File: src/dsc_pkg.sv
package dsc_pkg;

	// ****************************************************************
	// widths
	// ****************************************************************
	localparam int ADDR_W    = 4;   // register address width
	localparam int DATA_W    = 16;  // register data width
	localparam int CNT_W     = 10;  // pwm down counter width
	localparam int PER_W     = 11;  // period width, holds 4 x 256
	localparam int DIV_W     = 8;   // data clock divider width
	localparam int SRC_W     = 4;   // input source select width
	localparam int GAIN_W    = 5;   // inverting gain in sixteenths
	localparam int ROW_SEL_W = 2;   // row bus select width
	localparam int STAT_W    = 2;   // status and mask width

	// ****************************************************************
	// register offsets
	// ****************************************************************
	localparam logic [ADDR_W-1:0] A_CTRL   = 4'h0; // run, format, phase
	localparam logic [ADDR_W-1:0] A_POWER  = 4'h1; // power level
	localparam logic [ADDR_W-1:0] A_INPUT  = 4'h2; // sources and gain
	localparam logic [ADDR_W-1:0] A_DUTY   = 4'h3; // duty compare value
	localparam logic [ADDR_W-1:0] A_ROUTE  = 4'h4; // pwm row routing
	localparam logic [ADDR_W-1:0] A_CMD    = 4'h5; // commands
	localparam logic [ADDR_W-1:0] A_SAMPLE = 4'h6; // converted sample
	localparam logic [ADDR_W-1:0] A_STATUS = 4'h7; // sticky events
	localparam logic [ADDR_W-1:0] A_MASK   = 4'h8; // interrupt mask

	// ****************************************************************
	// field positions
	// ****************************************************************
	localparam int CTRL_RUN    = 0; // pwm time base enable
	localparam int CTRL_SIGNED = 1; // sample_number_format, 1 signed
	localparam int CTRL_PHASE  = 2; // acquire on second phase
	localparam int CTRL_DEC_LO = 3; // decimation select, two bits
	localparam int IN_POS_LO   = 0; // noninverting_source_select
	localparam int IN_NEG_LO   = 4; // inverting_source_select
	localparam int IN_GAIN_LO  = 8; // inverting_input_gain
	localparam int ROUTE_EN    = 0; // drive pwm onto a row bus
	localparam int ROUTE_SEL_LO = 1; // which row bus
	localparam int CMD_STOP    = 0; // stop command bit
	localparam int ST_SAMPLE   = 0; // new sample event
	localparam int ST_SKIP     = 1; // invalid result dropped

	// ****************************************************************
	// encodings and constants
	// ****************************************************************
	typedef enum logic [1:0] {
		power_level_off    = 2'b00,
		power_level_low    = 2'b01,
		power_level_medium = 2'b10,
		power_level_high   = 2'b11
	} dsc_power_t;

	localparam int DEC_BASE_LOG2  = 5;  // smallest decimation is 32
	localparam int PER_MULT_LOG2  = 2;  // period is four times rate
	localparam logic [GAIN_W-1:0] GAIN_OFF   = 5'h00; // disconnected
	localparam logic [GAIN_W-1:0] GAIN_UNITY = 5'h10; // 16/16
	localparam logic [1:0] SKIP_AFTER_RESTORE = 2'h2;

	// ****************************************************************
	// state of the control block
	// ****************************************************************
	typedef struct packed {
		logic [DIV_W-1:0]     div;       // data clock divider
		logic                 den;       // data clock enable pulse
		logic [CNT_W-1:0]     cnt;       // pwm down counter
		logic                 run;       // time base enabled
		logic                 signed_fmt; // signed sample format
		logic                 phase2;    // acquire on phase two
		logic [1:0]           dec_sel;   // decimation 32..256
		dsc_power_t           power;     // analog power level
		logic [SRC_W-1:0]     pos_sel;   // noninverting source
		logic [SRC_W-1:0]     neg_sel;   // inverting source
		logic [GAIN_W-1:0]    neg_gain;  // inverting gain
		logic                 neg_conn;  // inverting path connected
		logic [CNT_W-1:0]     duty;      // duty compare value
		logic                 route_en;  // row routing enabled
		logic [ROW_SEL_W-1:0] route_sel; // chosen row bus
		logic [(1<<ROW_SEL_W)-1:0] row;  // row bus drive
		logic                 pwm;       // pwm output
		logic                 hit;       // counter reached zero
		logic                 sevt;      // sample taken pulse
		logic [1:0]           skip;      // results still invalid
		logic [DATA_W-1:0]    sample;    // last converted sample
		logic [STAT_W-1:0]    stat;      // sticky events
		logic [STAT_W-1:0]    mask;      // interrupt mask
		logic                 irq;       // interrupt output
		logic [DATA_W-1:0]    rdata;     // read data
	} dsc_state_t;

endpackage

File: src/dsc_timing_ctrl.sv
// Behaviour
// [RULE_01] samples unsigned or signed, signed by default
// [RULE_02] one data clock for column and digital
// [RULE_03] data clock feeds every converter block
// [RULE_04] sample interrupt every four times decimation counts
// [RULE_05] each sample interrupt captures decimator result
// [RULE_06] acquire on phase one, swap to two
// [RULE_07] positive select picks noninverting source
// [RULE_08] zero inverting gain disconnects inverting input
// [RULE_09] inverting gain in sixteenths, unity for differential
// [RULE_10] pwm optionally driven onto chosen row bus
// [RULE_11] sample at terminal count, pwm falling
// [RULE_12] initial compare between one and period-1
// [RULE_13] zero compare stops samples, converter keeps running
// [RULE_14] power levels off, low, medium, high
// [RULE_15] analog block off until power written
// [RULE_16] stop command sets power off
// [RULE_17] two results invalid after compare restored
// [RULE_18] full duty also stops sample production
// [RULE_19] counter reloads period minus one each wrap
module dsc_timing_ctrl
	import dsc_pkg::*;
#(
	parameter int DATA_DIV = 16, // core clocks per data clock
	parameter int RES_BITS = 14  // sample resolution in bits
) (
	input  wire  logic                        core_clk,      // core clock
	input  wire  logic                        nrst,          // reset, low
	input  wire  logic [dsc_pkg::ADDR_W-1:0]  reg_addr,      // address
	input  wire  logic [dsc_pkg::DATA_W-1:0]  reg_wdata,     // write data
	input  wire  logic                        reg_wr,        // write pulse
	input  wire  logic                        reg_rd,        // read pulse
	output logic [dsc_pkg::DATA_W-1:0]        reg_rdata,     // read data
	input  wire  logic [dsc_pkg::DATA_W-1:0]  dec_result,    // decimator
	output logic                              col_clk_en,    // data clock
	output logic                              acquire_phase2, // swap
	output logic [dsc_pkg::SRC_W-1:0]         noninverting_source_select,
	output logic [dsc_pkg::SRC_W-1:0]         inverting_source_select,
	output logic [dsc_pkg::GAIN_W-1:0]        inverting_input_gain,
	output logic                              inverting_connected, // path
	output dsc_pkg::dsc_power_t               power_level,   // sc power
	output logic                              pwm_out,       // pwm
	output logic [(1<<dsc_pkg::ROW_SEL_W)-1:0] row_bus_out,  // row drive
	output logic                              sample_strobe, // new sample
	output logic [dsc_pkg::DATA_W-1:0]        sample_data,   // sample
	output logic                              irq            // interrupt
);
	import dsc_pkg::*;

	// ****************************************************************
	// reset image
	// ****************************************************************
	localparam dsc_state_t RST_STATE = '{
		div: '0, den: 1'b0, cnt: '0, run: 1'b0, signed_fmt: 1'b1,
		phase2: 1'b0, dec_sel: 2'h3, power: power_level_off,
		pos_sel: '0, neg_sel: '0, neg_gain: GAIN_OFF, neg_conn: 1'b0,
		duty: 10'h1ff, route_en: 1'b0, route_sel: '0, row: '0,
		pwm: 1'b0, hit: 1'b0, sevt: 1'b0, skip: '0, sample: '0,
		stat: '0, mask: '0, irq: 1'b0, rdata: '0
	};
	localparam logic [DIV_W-1:0] DIV_LAST = DIV_W'(DATA_DIV - 1);

	// ****************************************************************
	// helpers
	// ****************************************************************

	// period is four times the decimation rate
	function automatic logic [PER_W-1:0] period_of(input logic [1:0] sel);
		period_of = PER_W'(1) << (DEC_BASE_LOG2 + PER_MULT_LOG2 + int'(sel));
	endfunction

	// decimator gives offset binary; signed flips the top bit
	function automatic logic [DATA_W-1:0] fmt_sample(
		input logic [DATA_W-1:0] raw,
		input logic              sgn
	);
		logic [DATA_W-1:0] v;
		v = '0;
		for (int i = 0; i < DATA_W; i++) begin
			if (i < RES_BITS - 1)
				v[i] = raw[i];
			else if (sgn)
				v[i] = ~raw[RES_BITS-1];
			else if (i == RES_BITS - 1)
				v[i] = raw[i];
		end
		fmt_sample = v;
	endfunction

	// compare strictly inside the period lets samples through
	function automatic logic duty_valid(
		input logic [CNT_W-1:0] d,
		input logic [1:0]       sel
	);
		duty_valid = (d != '0) && ({1'b0, d} < period_of(sel));
	endfunction

	dsc_state_t           st;      // registered state
	dsc_state_t           next_st; // next state
	logic [PER_W-1:0]     period;  // current period
	logic [CNT_W-1:0]     per_m1;  // reload value
	logic                 duty_ok; // compare inside the period
	logic [STAT_W-1:0]    set_ev;  // events this cycle
	logic [STAT_W-1:0]    clr_ev;  // cleared by status read

	assign period  = period_of(st.dec_sel);
	assign per_m1  = CNT_W'(period - PER_W'(1));
	assign duty_ok = duty_valid(st.duty, st.dec_sel);

	// ****************************************************************
	// next state
	// ****************************************************************
	always_comb begin
		next_st = st;
		next_st.den = 1'b0;
		next_st.hit = 1'b0;
		next_st.sevt = 1'b0;
		set_ev = '0;
		clr_ev = '0;

		// one enable serves column and digital alike
		if (st.div == DIV_LAST) begin // RULE_02
			next_st.div = '0;
			next_st.den = 1'b1; // RULE_03
		end else begin
			next_st.div = st.div + DIV_W'(1);
		end

		// down counter, held at reload while stopped
		if (!st.run) begin
			next_st.cnt = per_m1;
		end else if (st.den) begin
			if (st.cnt == '0) begin
				next_st.cnt = per_m1; // RULE_19
			end else begin
				next_st.cnt = st.cnt - CNT_W'(1);
				next_st.hit = (st.cnt == CNT_W'(1)); // RULE_04
			end
		end

		// high for duty counts, falling as zero is reached
		if (!st.run || st.duty == '0) begin
			next_st.pwm = 1'b0; // RULE_13
		end else if ({1'b0, st.duty} >= period) begin
			next_st.pwm = 1'b1; // RULE_18
		end else begin
			next_st.pwm = (next_st.cnt != '0) &&
				(next_st.cnt <= st.duty); // RULE_11
		end

		// capture at terminal count; extremes give no sample
		if (next_st.hit && duty_ok) begin // RULE_13 RULE_18
			if (st.skip != '0) begin
				next_st.skip = st.skip - 2'h1; // RULE_17
				set_ev[ST_SKIP] = 1'b1;
			end else begin
				next_st.sample = fmt_sample(dec_result,
					st.signed_fmt); // RULE_05 RULE_01
				next_st.sevt = 1'b1;
				set_ev[ST_SAMPLE] = 1'b1;
			end
		end

		// register writes
		if (reg_wr) begin
			if (reg_addr == A_CTRL) begin
				next_st.run = reg_wdata[CTRL_RUN];
				next_st.signed_fmt = reg_wdata[CTRL_SIGNED]; // RULE_01
				next_st.phase2 = reg_wdata[CTRL_PHASE]; // RULE_06
				next_st.dec_sel = reg_wdata[CTRL_DEC_LO +: 2];
				// a start that also picks a new rate must begin
				// with the new period, not the one held while idle
				if (!st.run) begin
					next_st.cnt = CNT_W'(period_of(
						reg_wdata[CTRL_DEC_LO +: 2]) - PER_W'(1)); // RULE_19
				end
			end else if (reg_addr == A_POWER) begin
				next_st.power = dsc_power_t'(reg_wdata[1:0]); // RULE_14
			end else if (reg_addr == A_INPUT) begin
				next_st.pos_sel = reg_wdata[IN_POS_LO +: SRC_W]; // RULE_07
				next_st.neg_sel = reg_wdata[IN_NEG_LO +: SRC_W];
				next_st.neg_gain = reg_wdata[IN_GAIN_LO +: GAIN_W]; // RULE_09
			end else if (reg_addr == A_DUTY) begin
				next_st.duty = reg_wdata[CNT_W-1:0];
				// restoring from zero spoils the next two results
				if (st.duty == '0 && reg_wdata[CNT_W-1:0] != '0) begin
					next_st.skip = SKIP_AFTER_RESTORE; // RULE_17
				end
			end else if (reg_addr == A_ROUTE) begin
				next_st.route_en = reg_wdata[ROUTE_EN];
				next_st.route_sel = reg_wdata[ROUTE_SEL_LO +: ROW_SEL_W];
			end else if (reg_addr == A_CMD) begin
				if (reg_wdata[CMD_STOP]) begin
					next_st.power = power_level_off; // RULE_16
				end
			end else if (reg_addr == A_MASK) begin
				next_st.mask = reg_wdata[STAT_W-1:0];
			end
		end

		// zero gain isolates the inverting source
		next_st.neg_conn = (next_st.neg_gain != GAIN_OFF); // RULE_08

		// one row bus at most carries the pwm
		for (int i = 0; i < (1 << ROW_SEL_W); i++) begin
			next_st.row[i] = next_st.route_en && next_st.pwm &&
				(next_st.route_sel == ROW_SEL_W'(i)); // RULE_10
		end

		// register reads, data in the following cycle
		next_st.rdata = '0;
		if (reg_rd) begin
			if (reg_addr == A_CTRL) begin
				next_st.rdata[CTRL_RUN] = st.run;
				next_st.rdata[CTRL_SIGNED] = st.signed_fmt;
				next_st.rdata[CTRL_PHASE] = st.phase2;
				next_st.rdata[CTRL_DEC_LO +: 2] = st.dec_sel;
			end else if (reg_addr == A_POWER) begin
				next_st.rdata[1:0] = st.power;
			end else if (reg_addr == A_INPUT) begin
				next_st.rdata[IN_POS_LO +: SRC_W] = st.pos_sel;
				next_st.rdata[IN_NEG_LO +: SRC_W] = st.neg_sel;
				next_st.rdata[IN_GAIN_LO +: GAIN_W] = st.neg_gain;
			end else if (reg_addr == A_DUTY) begin
				next_st.rdata[CNT_W-1:0] = st.duty;
			end else if (reg_addr == A_ROUTE) begin
				next_st.rdata[ROUTE_EN] = st.route_en;
				next_st.rdata[ROUTE_SEL_LO +: ROW_SEL_W] = st.route_sel;
			end else if (reg_addr == A_SAMPLE) begin
				next_st.rdata = st.sample;
			end else if (reg_addr == A_STATUS) begin
				next_st.rdata[STAT_W-1:0] = st.stat;
				clr_ev = st.stat;
			end else if (reg_addr == A_MASK) begin
				next_st.rdata[STAT_W-1:0] = st.mask;
			end
		end

		// a new event outlives a read in the same cycle
		next_st.stat = (st.stat & ~clr_ev) | set_ev;
		next_st.irq = |(next_st.stat & next_st.mask);
	end

	// ****************************************************************
	// state register
	// ****************************************************************
	always_ff @(posedge core_clk or negedge nrst) begin
		if (!nrst) begin
			st <= RST_STATE; // RULE_15
		end else begin
			st <= next_st;
		end
	end

	// outputs straight from the state register
	assign reg_rdata                  = st.rdata;
	assign col_clk_en                 = st.den;
	assign acquire_phase2             = st.phase2;
	assign noninverting_source_select = st.pos_sel;
	assign inverting_source_select    = st.neg_sel;
	assign inverting_input_gain       = st.neg_gain;
	assign inverting_connected        = st.neg_conn;
	assign power_level                = st.power;
	assign pwm_out                    = st.pwm;
	assign row_bus_out                = st.row;
	assign sample_strobe              = st.sevt;
	assign sample_data                = st.sample;
	assign irq                        = st.irq;

	// ****************************************************************
	// checks
	// ****************************************************************

	// enables seen between two terminal counts
	logic [PER_W:0] ast_gap;  // enables since last terminal count
	logic           ast_ok;   // a full undisturbed period passed
	always_ff @(posedge core_clk or negedge nrst) begin
		if (!nrst) begin
			ast_gap <= '0;
			ast_ok <= 1'b0;
		end else begin
			if (st.hit) begin
				ast_gap <= {PER_W'(0), st.den};
			end else begin
				ast_gap <= ast_gap + {PER_W'(0), st.den};
			end
			if (reg_wr || !st.run) begin
				ast_ok <= 1'b0;
			end else if (st.hit) begin
				ast_ok <= 1'b1;
			end
		end
	end
endmodule

File: config.mk
export PLATFORM = sky130hd
export DESIGN_NAME = dsc_timing_ctrl
export DESIGN_NICKNAME = d
export VERILOG_FILES = /design/src/dsc_pkg.sv /design/src/dsc_timing_ctrl.sv
export SDC_FILE = /design/constraint.sdc
export NUM_CORES = 1
export LEC_CHECK = 0
export ABC_AREA = 1
export BUFFER_PORTS_ARGS = -buffer_cell sky130_fd_sc_hd__clkbuf_2
export CELL_PAD_IN_SITES_DETAIL_PLACEMENT = 0
export CELL_PAD_IN_SITES_GLOBAL_PLACEMENT = 1
export CORE_MARGIN = 2
export CORE_UTILIZATION = 40
export CTS_BUF_LIST = sky130_fd_sc_hd__clkbuf_8 sky130_fd_sc_hd__clkbuf_16
export DETAILED_ROUTE_END_ITERATION = 8
export GPL_TIMING_DRIVEN = 0
export PLACE_DENSITY = 0.78
export SLEW_MARGIN = 20
export SYNTH_ARGS = -nofsm -noshare
export SYNTH_HDL_FRONTEND = slang
export SYNTH_SLANG_ARGS = --single-unit
File: constraint.sdc
create_clock -name core_clk -period 4.96 [get_ports core_clk]
set_input_delay 0.992 -clock core_clk [delete_from_list [all_inputs] [get_ports core_clk]]
set_output_delay 0.992 -clock core_clk [all_outputs]
set_load 0.01 [all_outputs]
# ---- Yosys cells after proc, flatten, opt, wreduce, memory -nomap -nowiden
# Cells that the tools add are included.
dict set report classes {
  n_addsub 7
  n_lt_le_gt_ge 3
  n_eq_ne 16
  shifts 2
  mux 84
  n_bitwise 9
  n_reduce_logical 28
}
# cell n
set ops {}
lappend ops {{13-bit 2-to-1 mux} 9}
lappend ops {{14-bit 2-to-1 mux} 8}
lappend ops {{2-bit 2-to-1 mux} 34}
lappend ops {{10-bit 2-to-1 mux} 5}
lappend ops {{16-bit 2-to-1 mux} 2}
lappend ops {{15-bit 2-to-1 mux} 2}
lappend ops {{30-bit 2-to-1 mux} 1}
lappend ops {{10-bit nonzero test} 3}
lappend ops {{10-bit by 1-bit subtractor with 10-bit output (second input constant)} 3}
lappend ops {{3-bit 2-to-1 mux} 8}
lappend ops {{10-bit zero test} 2}
lappend ops {{19-bit 2-to-1 mux} 1}
lappend ops {{4-bit by 3-bit == test with 1-bit output (second input constant)} 4}
lappend ops {{10-bit by 11-bit greater-or-equal comparator with 1-bit output} 1}
lappend ops {{10-bit by 11-bit less-than comparator with 1-bit output} 1}
lappend ops {{11-bit 2-to-1 mux} 1}
lappend ops {{1-bit by 4-bit << shifter with 11-bit output (first input constant)} 1}
lappend ops {{10-bit by 1-bit == test with 1-bit output (second input constant)} 1}
lappend ops {{10-bit <= comparator} 1}
lappend ops {{1-bit 2-to-1 mux} 10}
lappend ops {{1-bit by 4-bit << shifter with 10-bit output (first input constant)} 1}
lappend ops {{1-bit logical AND} 9}
lappend ops {{3-bit by 2-bit adder with 4-bit output (first input constant)} 2}
lappend ops {{8-bit by 1-bit adder with 8-bit output (second input constant)} 1}
lappend ops {{other kinds (27)} 38}
dict set report totals {
  reg_bits 97
  in_bits 40
}

# ---- Depth between registers and ports, before layout
# Gate-level depths: netlist of the first run.
dict set report logic_depth {
  ltp_word 19
  ltp_mapped 22
  ltp_nobuf 22
}

# ---- Least setup slack after synthesis of the first run
# Ideal clock, no wire load.
dict set report synth_path {
  path_type {register to register}
  from {reg st[80] (netlist bit)}
  to {reg st, in the netlist row_bus_out[0]}
  setup_time_ps 116
  t_arrival_ps 2350
  required_time_ps 4844
  slack_ps 2494
  path_stages_with_launch 22
  path_buffers 0
  synth_period_minus_slack_ps 2466
  cell_sequence {dfrtp_1 -> inv_1 -> ha_1 -> inv_1 -> nor2_1 -> nand2_1 -> o21ai_0 -> inv_1 -> nand2_1 -> nand2_1 -> nand2_1 -> inv_1 -> ha_1 -> nand2_1 -> inv_1 -> nand4_1 -> o2111ai_1 -> o21ai_0 -> nand2_1 -> nand2_1 -> nand3_2 -> nor2_1}
}
# element line
set synth_lines {}
lappend synth_lines {{from (decl)} dsc_timing_ctrl.sv:98} ;# dsc_state_t st;
lappend synth_lines {{from (signal assigned)} dsc_timing_ctrl.sv:251} ;# st <= next_st;

==> results of run 1 <==
## path summary, 6_finish.rpt
path	startpoint	endpoint	slack (ns)	cells after the start
max	st[80]	row_bus_out[0]	1.96	21
max in group asynchronous	nrst	st[76]	3.74	2
min in group asynchronous	nrst	st[86]	0.57	1
min	st[91]	st[91]	0.46	1
max reg2reg	st[80]	row_bus_out[0]	1.96	21
min reg2reg	st[91]	st[91]	0.46	1
## state kept, by name (all words and copies together), names as in the netlist, 2 cells and up
name / cells
st: 41
reg_rdata: 15
sample_data: 15
inverting_input_gain: 5
inverting_source_select: 4
noninverting_source_select: 4
row_bus_out: 4
power_level: 2
## cell usage in the layout, fill, tap and decap left out, drive strengths merged, types with 12 or more instances in the layout
cell    count
nand2     208
clkbuf    108
dfrtp      84
inv        78
buf        55
nor2       50
o21ai      46
nand3      26
ha         20
a21oi      17
dfstp      12
## routing by layer
layer  track usage  vias to the layer above  wire (um)
met4       0.06029                        0        205
met1        0.2552                     2062       6034
met3       0.03688                       15        539
met2        0.2999                       79       5926
li1              -                     2272          -
met5             0                        -          0
## power by group
group	leakage (nW)	internal, W	switching [W]
Sequential	1.20	0.000885	0.0000694
Combinational	2.03	0.000195	0.000307
Clock	0.137	0.000405	0.000313
## stage by stage
step / utilization / cells / hold WS (ns) / setup slack (ns) / total power (W)
2_1_floorplan: - / 664 / 0.4329 / 2.494 / 0.001287
3_3_place_gp: 0.4570 / 930 / 0.4466 / 1.648 / 0.001459
3_5_place_dp: 0.4598 / 931 / 0.4564 / 1.996 / 0.001474
4_1_cts: 0.4832 / 947 / 0.4650 / 1.973 / 0.002200
5_1_grt: 0.4832 / 947 / 0.4887 / 1.619 / 0.002308
6_report: 0.4832 / 947 / 0.4599 / 1.963 / 0.002175
## kinds of logic after synthesis
kind of cell | after synthesis
AND/OR/NAND/NOR | 314
buffers and inverters | 141
flip-flops | 96
AO/OA/AOI/OAI | 84
adder cells (fa/ha/maj) | 20
XOR/XNOR | 6
other | 1
multiplexers | 1
## cell type report
cell class,instances,share of cell area
plain buffers,62,0.06996
clock inverters,6,0.01084
inverters,79,0.04750
clock buffers,10,0.03764
repair buffers,91,0.07667
flip-flops and latches,96,0.3808
well taps,176,0.03469
multi-input cells,427,0.3419
## cell usage after synthesis (all sizes together)
| cell | count |
|---|---|
| nand2 | 208 |
| dfrtp | 84 |
| inv | 78 |
| buf | 54 |
| nor2 | 50 |
| o21ai | 46 |
| nand3 | 26 |
| ha | 20 |
| a21oi | 17 |
| dfstp | 12 |
| clkbuf | 8 |
| nand4 | 8 |
| nor3 | 8 |
| o211ai | 8 |
| nor4 | 5 |
| or2 | 5 |
| xor2 | 5 |
| a221oi | 2 |
| nand3b | 2 |
| o221ai | 2 |
| o22ai | 2 |
| a211oi | 1 |
| a311o | 1 |
| a32o | 1 |
| a41oi | 1 |
| and3 | 1 |
| clkinv | 1 |
| conb | 1 |
| mux2i | 1 |
| nor3b | 1 |
| o2111ai | 1 |
| o21a | 1 |
| o21bai | 1 |
| xnor2 | 1 |
==> impl_results.md, run 1 <==
* Status: finished, final reports clean
* Global route overflow at 0
* Post-synthesis mux area share at 0.001878
* Post-DP HPWL at between 9000 and 10000 um
* H-tree depth at 3
* Post-synth top area share at 0.3944
* Largest family of logic cells by synthesized area: simple AND/OR/NAND/NOR gates
* Root Driver: clkbuf_16
* Ranking of synthesized cells by area: dfrtp_1, nand2_1, buf_4
* Hold_buf cts at 0
* Register area at approximately 2400 um2
* Simple-gate portion of the synthesized area at 0.2566
* Antenna cells at 0
* Clk Latency, worst-skew pair at 0.35 ns
* Worst Skew at around 0.007 ns
* Measured slew at the worst slew-check pin at around 0.5 ns
* Initial antenna violation count at 0
* Buffer count from post-CTS setup fixing at 0
* Vias in the first global route at ~4200
* RSZ-0062 raised after global routing: false
* Site Rows at 42
* Synth Cell Area at 5330 um2
* Final setup vio count at 0
* Setup TNS at 0 ns
* Critical Path RT at ~5.2 ns
* CP endpoint kind: flip-flop
* Xor-xnor portion of the synthesized cell area at 0.009859
* # port buffers at 90
* DR DRC count at 0
* Hold Vio Cnt, Final at 0
* TritonCTS buffer count at 9
* Post-route ant nets at 0
* Yosys warns at 0
* Layout fillers at around 1300
* Largest net degree at the start of global routing at 51
* Clk slew on worst S/H paths at ~0.06 ns
* Final min period at between 2 and 3 ns
* PostCTS Resize Cnt at 0
* Layout area overhead at 19.11%
* Iter 0 DRT Violations at between 200 and 300
* Bufs on Longest Clock Path at 2
* WL per Instance at approximately 13 um
* Worst-path cell chain: inv_1, ha_1, inv_1, nor2_1, nand2_1, o21ai_0, inv_1, nand2_1, nand2_1, nand2_1, inv_1, ha_1, nand2_1, inv_1, nand4_1, o2111ai_1, o21ai_0, nand2_1, nand2_1, nand3_2, nor2_1
* WP buf/inv at 5
* Share of cells above drive strength 1 at 0.2594
* Routability cong. at about 0.85
* Slew Limit Fails at 0
* Mapped Cells at approximately 660
* Post-synthesis compound-gate area fraction at 0.09061
* Worst vdd ir at ~0.15 mV
* Power Density at approximately 340 nW/um2
* Routed Wire Length at roughly 13000 um
* Post-layout nets at 826
* Family with the most delay on the worst path: simple AND/OR/NAND/NOR gates
* Slowest stage cell, crit path: dfrtp_1
* Area of the multi-input gates at around 2200 um2
* Initial DRT Pass Iterations at 4
* Fin crit share at 0.6043
* Top Ports at just under 100
* Critical path peak fanout at 5
* Sequential fraction of the synthesis area at 0.4535
* Critical path's largest stage delay at just over 0.4 ns
* DP Area at around 6000 um2
* HP Class: flip-flop to flip-flop
* First-pass GRT wire length at around 21000 um
* #FFs+latches synth at 96
* Clk sinks at between 90 and 100
* CP most frequent cell: nand2_1
* Starting Density at 0.4057
* Yosys top cell by area: dfrtp_1
* CTS tree: yes
* Pleak at 3.367 nW
* Adder-Cell Fraction of Synth Area at 0.04695
* Die Wd at between 100 and 150 um
* Die area at between 10000 and 15000 um2
* Vias per cell at roughly 4.7
* F_max at ~0.33 GHz
* Crit path DAT at between 3 and 4 ns
* Startpoint Class: flip-flop
* Max-Cap Viols at 0
* CORE AREA at 13140 um2
* Relative slew slack at 0.6666
* Total Routing Usage GR at 0.1869
* Yosys cell types at between 40 and 50
* Kind of critical path: flip-flop to flip-flop
* Post-route cell area at between 6000 and 7000 um2
* Avg Inst Size Synth at 8.039 um2
* Via count at between 4000 and 5000
* Die Y at 119.4 um
No activity file was read; power rests on OpenSTA's default activity.
==> run 2, diff against run 1 <==
clock period = 3.1 ns   (was 4.96 ns; I/O delays follow)
==> run 2 against run 1 <==
Largest power group unchanged; first-iteration DRC count fell by 2.6%; highest routed layer unchanged; wire length is 0.13% higher; sequential share of layout area fell by 0.060 points; maximum frequency is 7.6% higher; register-to-register slack worse by 1.6 ns; largest cell class unchanged; design area is 0.16% higher; critical path type unchanged.
==> impl_results.md, run 2 (synthesis results as in run 1) <==
* Most frequent cells in the layout: nand2_1, clkbuf_2, dfrtp_1
* Sw frac at 0.3177
* Startpoint Class: flip-flop
* # port buffers at 90
* Post-DP HPWL at between 9000 and 10000 um
* Die area at around 14000 um2
* Final setup vio count at 0
* Pint at ~0.0024 W
* Critical path's largest stage delay at around 0.42 ns
* Status: finished, final reports clean
* Slew Limit Fails at 0
* Clk Latency, worst-skew pair at 0.35 ns
* Power Density at 548.2 nW/um2
* CTS tree: yes
* Iter 0 DRT Violations at approximately 270
* Share of cells above drive strength 1 at 0.2633
* Largest net degree at the start of global routing at 51
* Worst Skew at just under 0.007 ns
* Crit path DAT at ~3 ns
* Global route overflow at 0
* Setup TNS at 0 ns
* Routed Wire Length at 12720 um
* Largest register FFs at between 40 and 50
* Initial antenna violation count at 0
* WL per Instance at roughly 13 um
* Post-route ant nets at 0
* Worst vdd ir at about 0.25 mV
* Total Routing Usage GR at 0.1869
* Layout area overhead at 19.30%
* H-tree depth at 3
* DP Area at 6041 um2
* Post-layout nets at just over 800
* HP Class: input port to async pin
* Final min period at around 2.8 ns
* WP buf/inv at 5
* Vias per cell at between 4 and 5
* Max-Cap Viols at 0
* Power share of the combinational group at 0.232
* First-pass GRT wire length at approximately 21000 um
* Die Wd at about 120 um
* CP most frequent cell: nand2_1
* Family with the most delay on the worst path: simple AND/OR/NAND/NOR gates
* Seq pwr share at 0.438
* Starting Density at 0.4057
* F_max at 0.3589 GHz
* Fin crit share at 0.8989
* Core Util, Final at 0.4840
* Hold Vio Cnt, Final at 0
* Root Driver: clkbuf_16
* Antenna cells at 0
* DR DRC count at 0
* Measured slew at the worst slew-check pin at between 0.4 and 0.5 ns
* Net Switching at 0.001107 W
* RSZ-0062 raised after global routing: false
* CP endpoint kind: flip-flop
* Pre-CTS WS at 0.1357 ns
* Via count at ~4400
* Top Ports at 97
* Kind of critical path: flip-flop to flip-flop
* Most common cell after layout, fill and taps aside: nand2_1
* Critical path peak fanout at 5
* Initial DRT Pass Iterations at 4
* Routability cong. at approximately 0.85
* CORE AREA at between 10000 and 15000 um2
* Bufs on Longest Clock Path at 2
* Relative slew slack at 0.6641
* Vias in the first global route at approximately 4200
* Reg with most FFs: st
* Pleak at about 3.4 nW
* Post-route cell area at roughly 6400 um2
* Die Y at roughly 120 um
* Critical Path RT at 3.38 ns
* R2r setup slk at around 0.31 ns
* Clk slew on worst S/H paths at 0.07 ns
* Site Rows at between 40 and 50
* Clk sinks at 96
* Clock power share at 0.330
* Worst-path cell chain: inv_2, ha_1, inv_1, nor2_4, nand2_1, o21ai_0, inv_1, nand2_1, nand2_1, nand2_1, inv_1, ha_1, nand2_1, inv_1, nand4_1, o2111ai_1, o21ai_0, nand2_1, nand2_1, nand3_2, nor2_1
* Final WS setup at roughly 0.31 ns
* Hold_ws at ~0.20 ns
* TritonCTS buffer count at 9
* Slowest stage cell, crit path: dfrtp_1
run 2: power by group through the flow:
stage | registers, W | clock network [W] | logic, W
after floorplan | 0.00152 | 0 | 0.000543
final | 0.00153 | 0.00115 | 0.000808
after CTS | 0.00153 | 0.00118 | 0.000816
after detailed placement | 0.00155 | 0 | 0.000812
after global placement | 0.00154 | 0 | 0.000790
after global routing | 0.00155 | 0.00122 | 0.000929
run 2: stage by stage:
| stage | total power [W] | std cells |
|---|---|---|
| 2_1_floorplan | 0.002058 | 664 |
| 4_1_cts | 0.003520 | 947 |
| 5_1_grt | 0.003698 | 947 |
| 3_5_place_dp | 0.002359 | 931 |
| 3_3_place_gp | 0.002335 | 930 |
| 6_report | 0.003486 | 947 |
run 2: final timing paths:
| check | from | end | depth (start not counted) |
|---|---|---|---|
| max in group asynchronous | nrst | st[76] | 2 |
| min in group core_clk | st[91] | st[91] | 1 |
| worst min register to register | st[91] | st[91] | 1 |
| worst min-delay path | nrst | st[86] | 1 |
| worst max-delay path | st[80] | row_bus_out[0] | 21 |
| worst max register to register | st[80] | row_bus_out[0] | 21 |
run 2: layout make-up:
class | instances | area, um2
multi-input cells | 427 | 2181
repair buffers | 91 | 486.7
fillers | 1328 | 6779
flip-flops and latches | 96 | 2417
inverters | 79 | 301.5
well taps | 176 | 220.2
clock buffers | 10 | 239.0
clock inverters | 6 | 68.82
plain buffers | 62 | 444.2
run 2: repair_timing:
action                                  4_1_cts  5_1_grt
hold buffers                                  0        0
gates resized for setup                       0        4
buffers inserted                              0        0
endpoints found under the setup margin        0        5
run 2: metal layers:
layer  global-route usage  share of wire
met1               0.2552           0.47
met3              0.03688          0.042
met5                    0              0
met4              0.06029          0.016
met2               0.2999           0.47
==> run 3, diff against run 2 <==
BUFFER_PORTS_ARGS = default   (was -buffer_cell sky130_fd_sc_hd__clkbuf_2)
DONT_BUFFER_PORTS = 1   (was default)
PLACE_DENSITY = 0.7   (was 0.78)
==> run 3 against run 2 <==
Die area did not move; clock power barely moved; highest routed layer unchanged; setup slack got worse by 0.044 ns; design area fell by 7.1%; global-route usage rose by 0.26 points; combinational power fell by 10%; via count fell by 5.8%; clock skew rose by 0.0015 ns.
==> impl_results.md, run 3 (synthesis results as in run 1) <==
* Sw frac at 0.3032
* Routability cong. at between 0.8 and 0.9
* Startpoint Class: flip-flop
* Largest net degree at the start of global routing at 85
* Vias per cell at between 4 and 5
* CP endpoint kind: flip-flop
* Slowest stage cell, crit path: dfrtp_1
* Layout area overhead at 10.87%
* RR Endpoint: row_bus_out[1]
* TritonCTS buffer count at 9
* Pint at 0.002397 W
* Power Density at a little under 600 nW/um2
* Largest register FFs at just over 40
* Power share of the combinational group at 0.211
* Top Ports at 97
* Die Wd at roughly 120 um
* Worst Skew at 0.008249 ns
* Total Routing Usage GR at 0.1894
* Overall power at ~0.0034 W
* Max-Cap Viols at 0
* Fin crit share at 0.9132
* Antenna cells at 0
* Critical path's largest stage delay at slightly below 0.4 ns
* Relative slew slack at 0.5610
* DP Area at ~5600 um2
* Post-layout nets at roughly 740
* Reg with most FFs: st
* # port buffers at 0
* WP buf/inv at 2
* Root Driver: clkbuf_16
* Critical path peak fanout at 5
* Critical Path RT at around 3.4 ns
* Core Util, Final at 0.4498
* Starting Density at 0.4057
* Status: finished, final reports clean
* Clock power share at 0.343
* CORE AREA at roughly 13000 um2
* Net Switching at between 0.001 and 0.0015 W
* Worst-path cell chain: inv_2, ha_1, inv_1, nor2_4, nand3_1, nand2_1, or2_2, ha_1, a21oi_1, o21ai_0, nand3_1, o2111ai_1, o21ai_0, nand2_1, nand2_1, nand3_2, nor2_1
* Site Rows at 42
* Die area at 14260 um2
* Initial antenna violation count at 0
* Slew Limit Fails at 0
* Clk slew on worst S/H paths at ~0.070 ns
* Buffer count from post-CTS setup fixing at 0
* CTS tree: yes
* Kind of critical path: flip-flop to flip-flop
* Most common cell after layout, fill and taps aside: nand2_1
* F_max at 0.3533 GHz
* H-tree depth at 3
* Initial DRT Pass Iterations at 4
* Bufs on Longest Clock Path at 2
* Seq pwr share at 0.446
* DR DRC count at 0
* Clk sinks at 96
* Layout fillers at ~1300
* R2R Path Start: st[80]
* Post-DP HPWL at approximately 9800 um
* Hold_ws at between 0.1 and 0.15 ns
* HP Class: input port to async pin
* Clk Latency, worst-skew pair at ~0.34 ns
* WL per Instance at between 10 and 15 um
* Pleak at between 2 and 3 nW
* Worst vdd ir at approximately 0.22 mV
* Via count at approximately 4200
* Post-route cell area at approximately 6000 um2
* Share of cells above drive strength 1 at 0.1615
* Vias in the first global route at ~4200
* CP most frequent cell: nand2_1
* Routed Wire Length at 12840 um
* Die Y at ~120 um
* Most frequent cells in the layout: nand2_1, dfrtp_1, inv_1
* First-pass GRT wire length at ~21000 um
* Final min period at around 2.8 ns
* Worst Reg-to-Reg Cells at 17
* Global route overflow at 0
* Measured slew at the worst slew-check pin at 0.6525 ns
* Hold Vio Cnt, Final at 0
* R2r setup slk at about 0.27 ns
* Family with the most delay on the worst path: simple AND/OR/NAND/NOR gates
* Post-route ant nets at 0
* Crit path DAT at 3.10 ns
* Iter 0 DRT Violations at between 200 and 250
* Final setup vio count at 0
## run 3: changes by cell type in the layout (fill, tap and decap cells not counted)
cell	delta
clkinv_2	+1
clkinvlp_4	-4
bufinv_16	+1
clkinv_4	-1
inv_2	+1
nand2_1	+1
nor2_4	+1
clkbuf_8	-1
inv_1	+2
nor2_2	-1
clkbuf_2	-89
nand2_2	-1
## run 3: repair_timing
item                                    CTS  global route
endpoints found under the setup margin    0             5
hold buffers                              1             0
hold endpoints to repair                 84             0
resized for setup                         0             5
## run 3: power groups by stage
stage | sequential, W | combinational (W) | clock (W)
after floorplan | 0.00152 | 0.000543 | 0
after global placement | 0.00155 | 0.000683 | 0
after detailed placement | 0.00156 | 0.000698 | 0
after CTS | 0.00154 | 0.000729 | 0.00121
after global routing | 0.00156 | 0.000833 | 0.00126
final | 0.00154 | 0.000724 | 0.00118
## run 3: layout make-up
type / count / area (um2) / share of cell area
plain buffers: 62 / 444.2 / 0.07516
clock buffers: 10 / 239.0 / 0.04044
clock inverters: 6 / 76.32 / 0.01292
inverters: 79 / 301.5 / 0.05103
multi-input cells: 427 / 2183 / 0.3695
flip-flops and latches: 96 / 2417 / 0.4091
well taps: 176 / 220.2 / 0.03726
repair buffers: 1 / 27.53 / 0.004658
## run 3: worst max-delay path by stage
stage,startpoint,endpoint,depth (start not counted)
floorplan,st[80],row_bus_out[0],21
global placement,st[80],row_bus_out[2],18
detailed placement,st[80],row_bus_out[3],21
CTS,st[80],row_bus_out[3],18
global route,st[80],row_bus_out[1],21
finish,st[80],row_bus_out[1],17
## run 3: stage by stage
step	worst slack [ns]	TNS [ns]	instances
floorplan	0.6342	0	664
global placement	0.1712	0	840
detailed placement	0.1961	0	840
CTS	0.1642	0	857
global route	-0.003874	-0.003874	857
finish	0.2692	0	857
## run 3: layer usage
metal	wire, um	GRT usage	share of wire	vias to the layer above
li1	-	-	-	2097
met1	5831	0.2440	0.45	1993
met2	6158	0.3114	0.48	87
met3	594	0.03975	0.046	14
met4	255	0.07647	0.020	0
met5	0	0	0	-
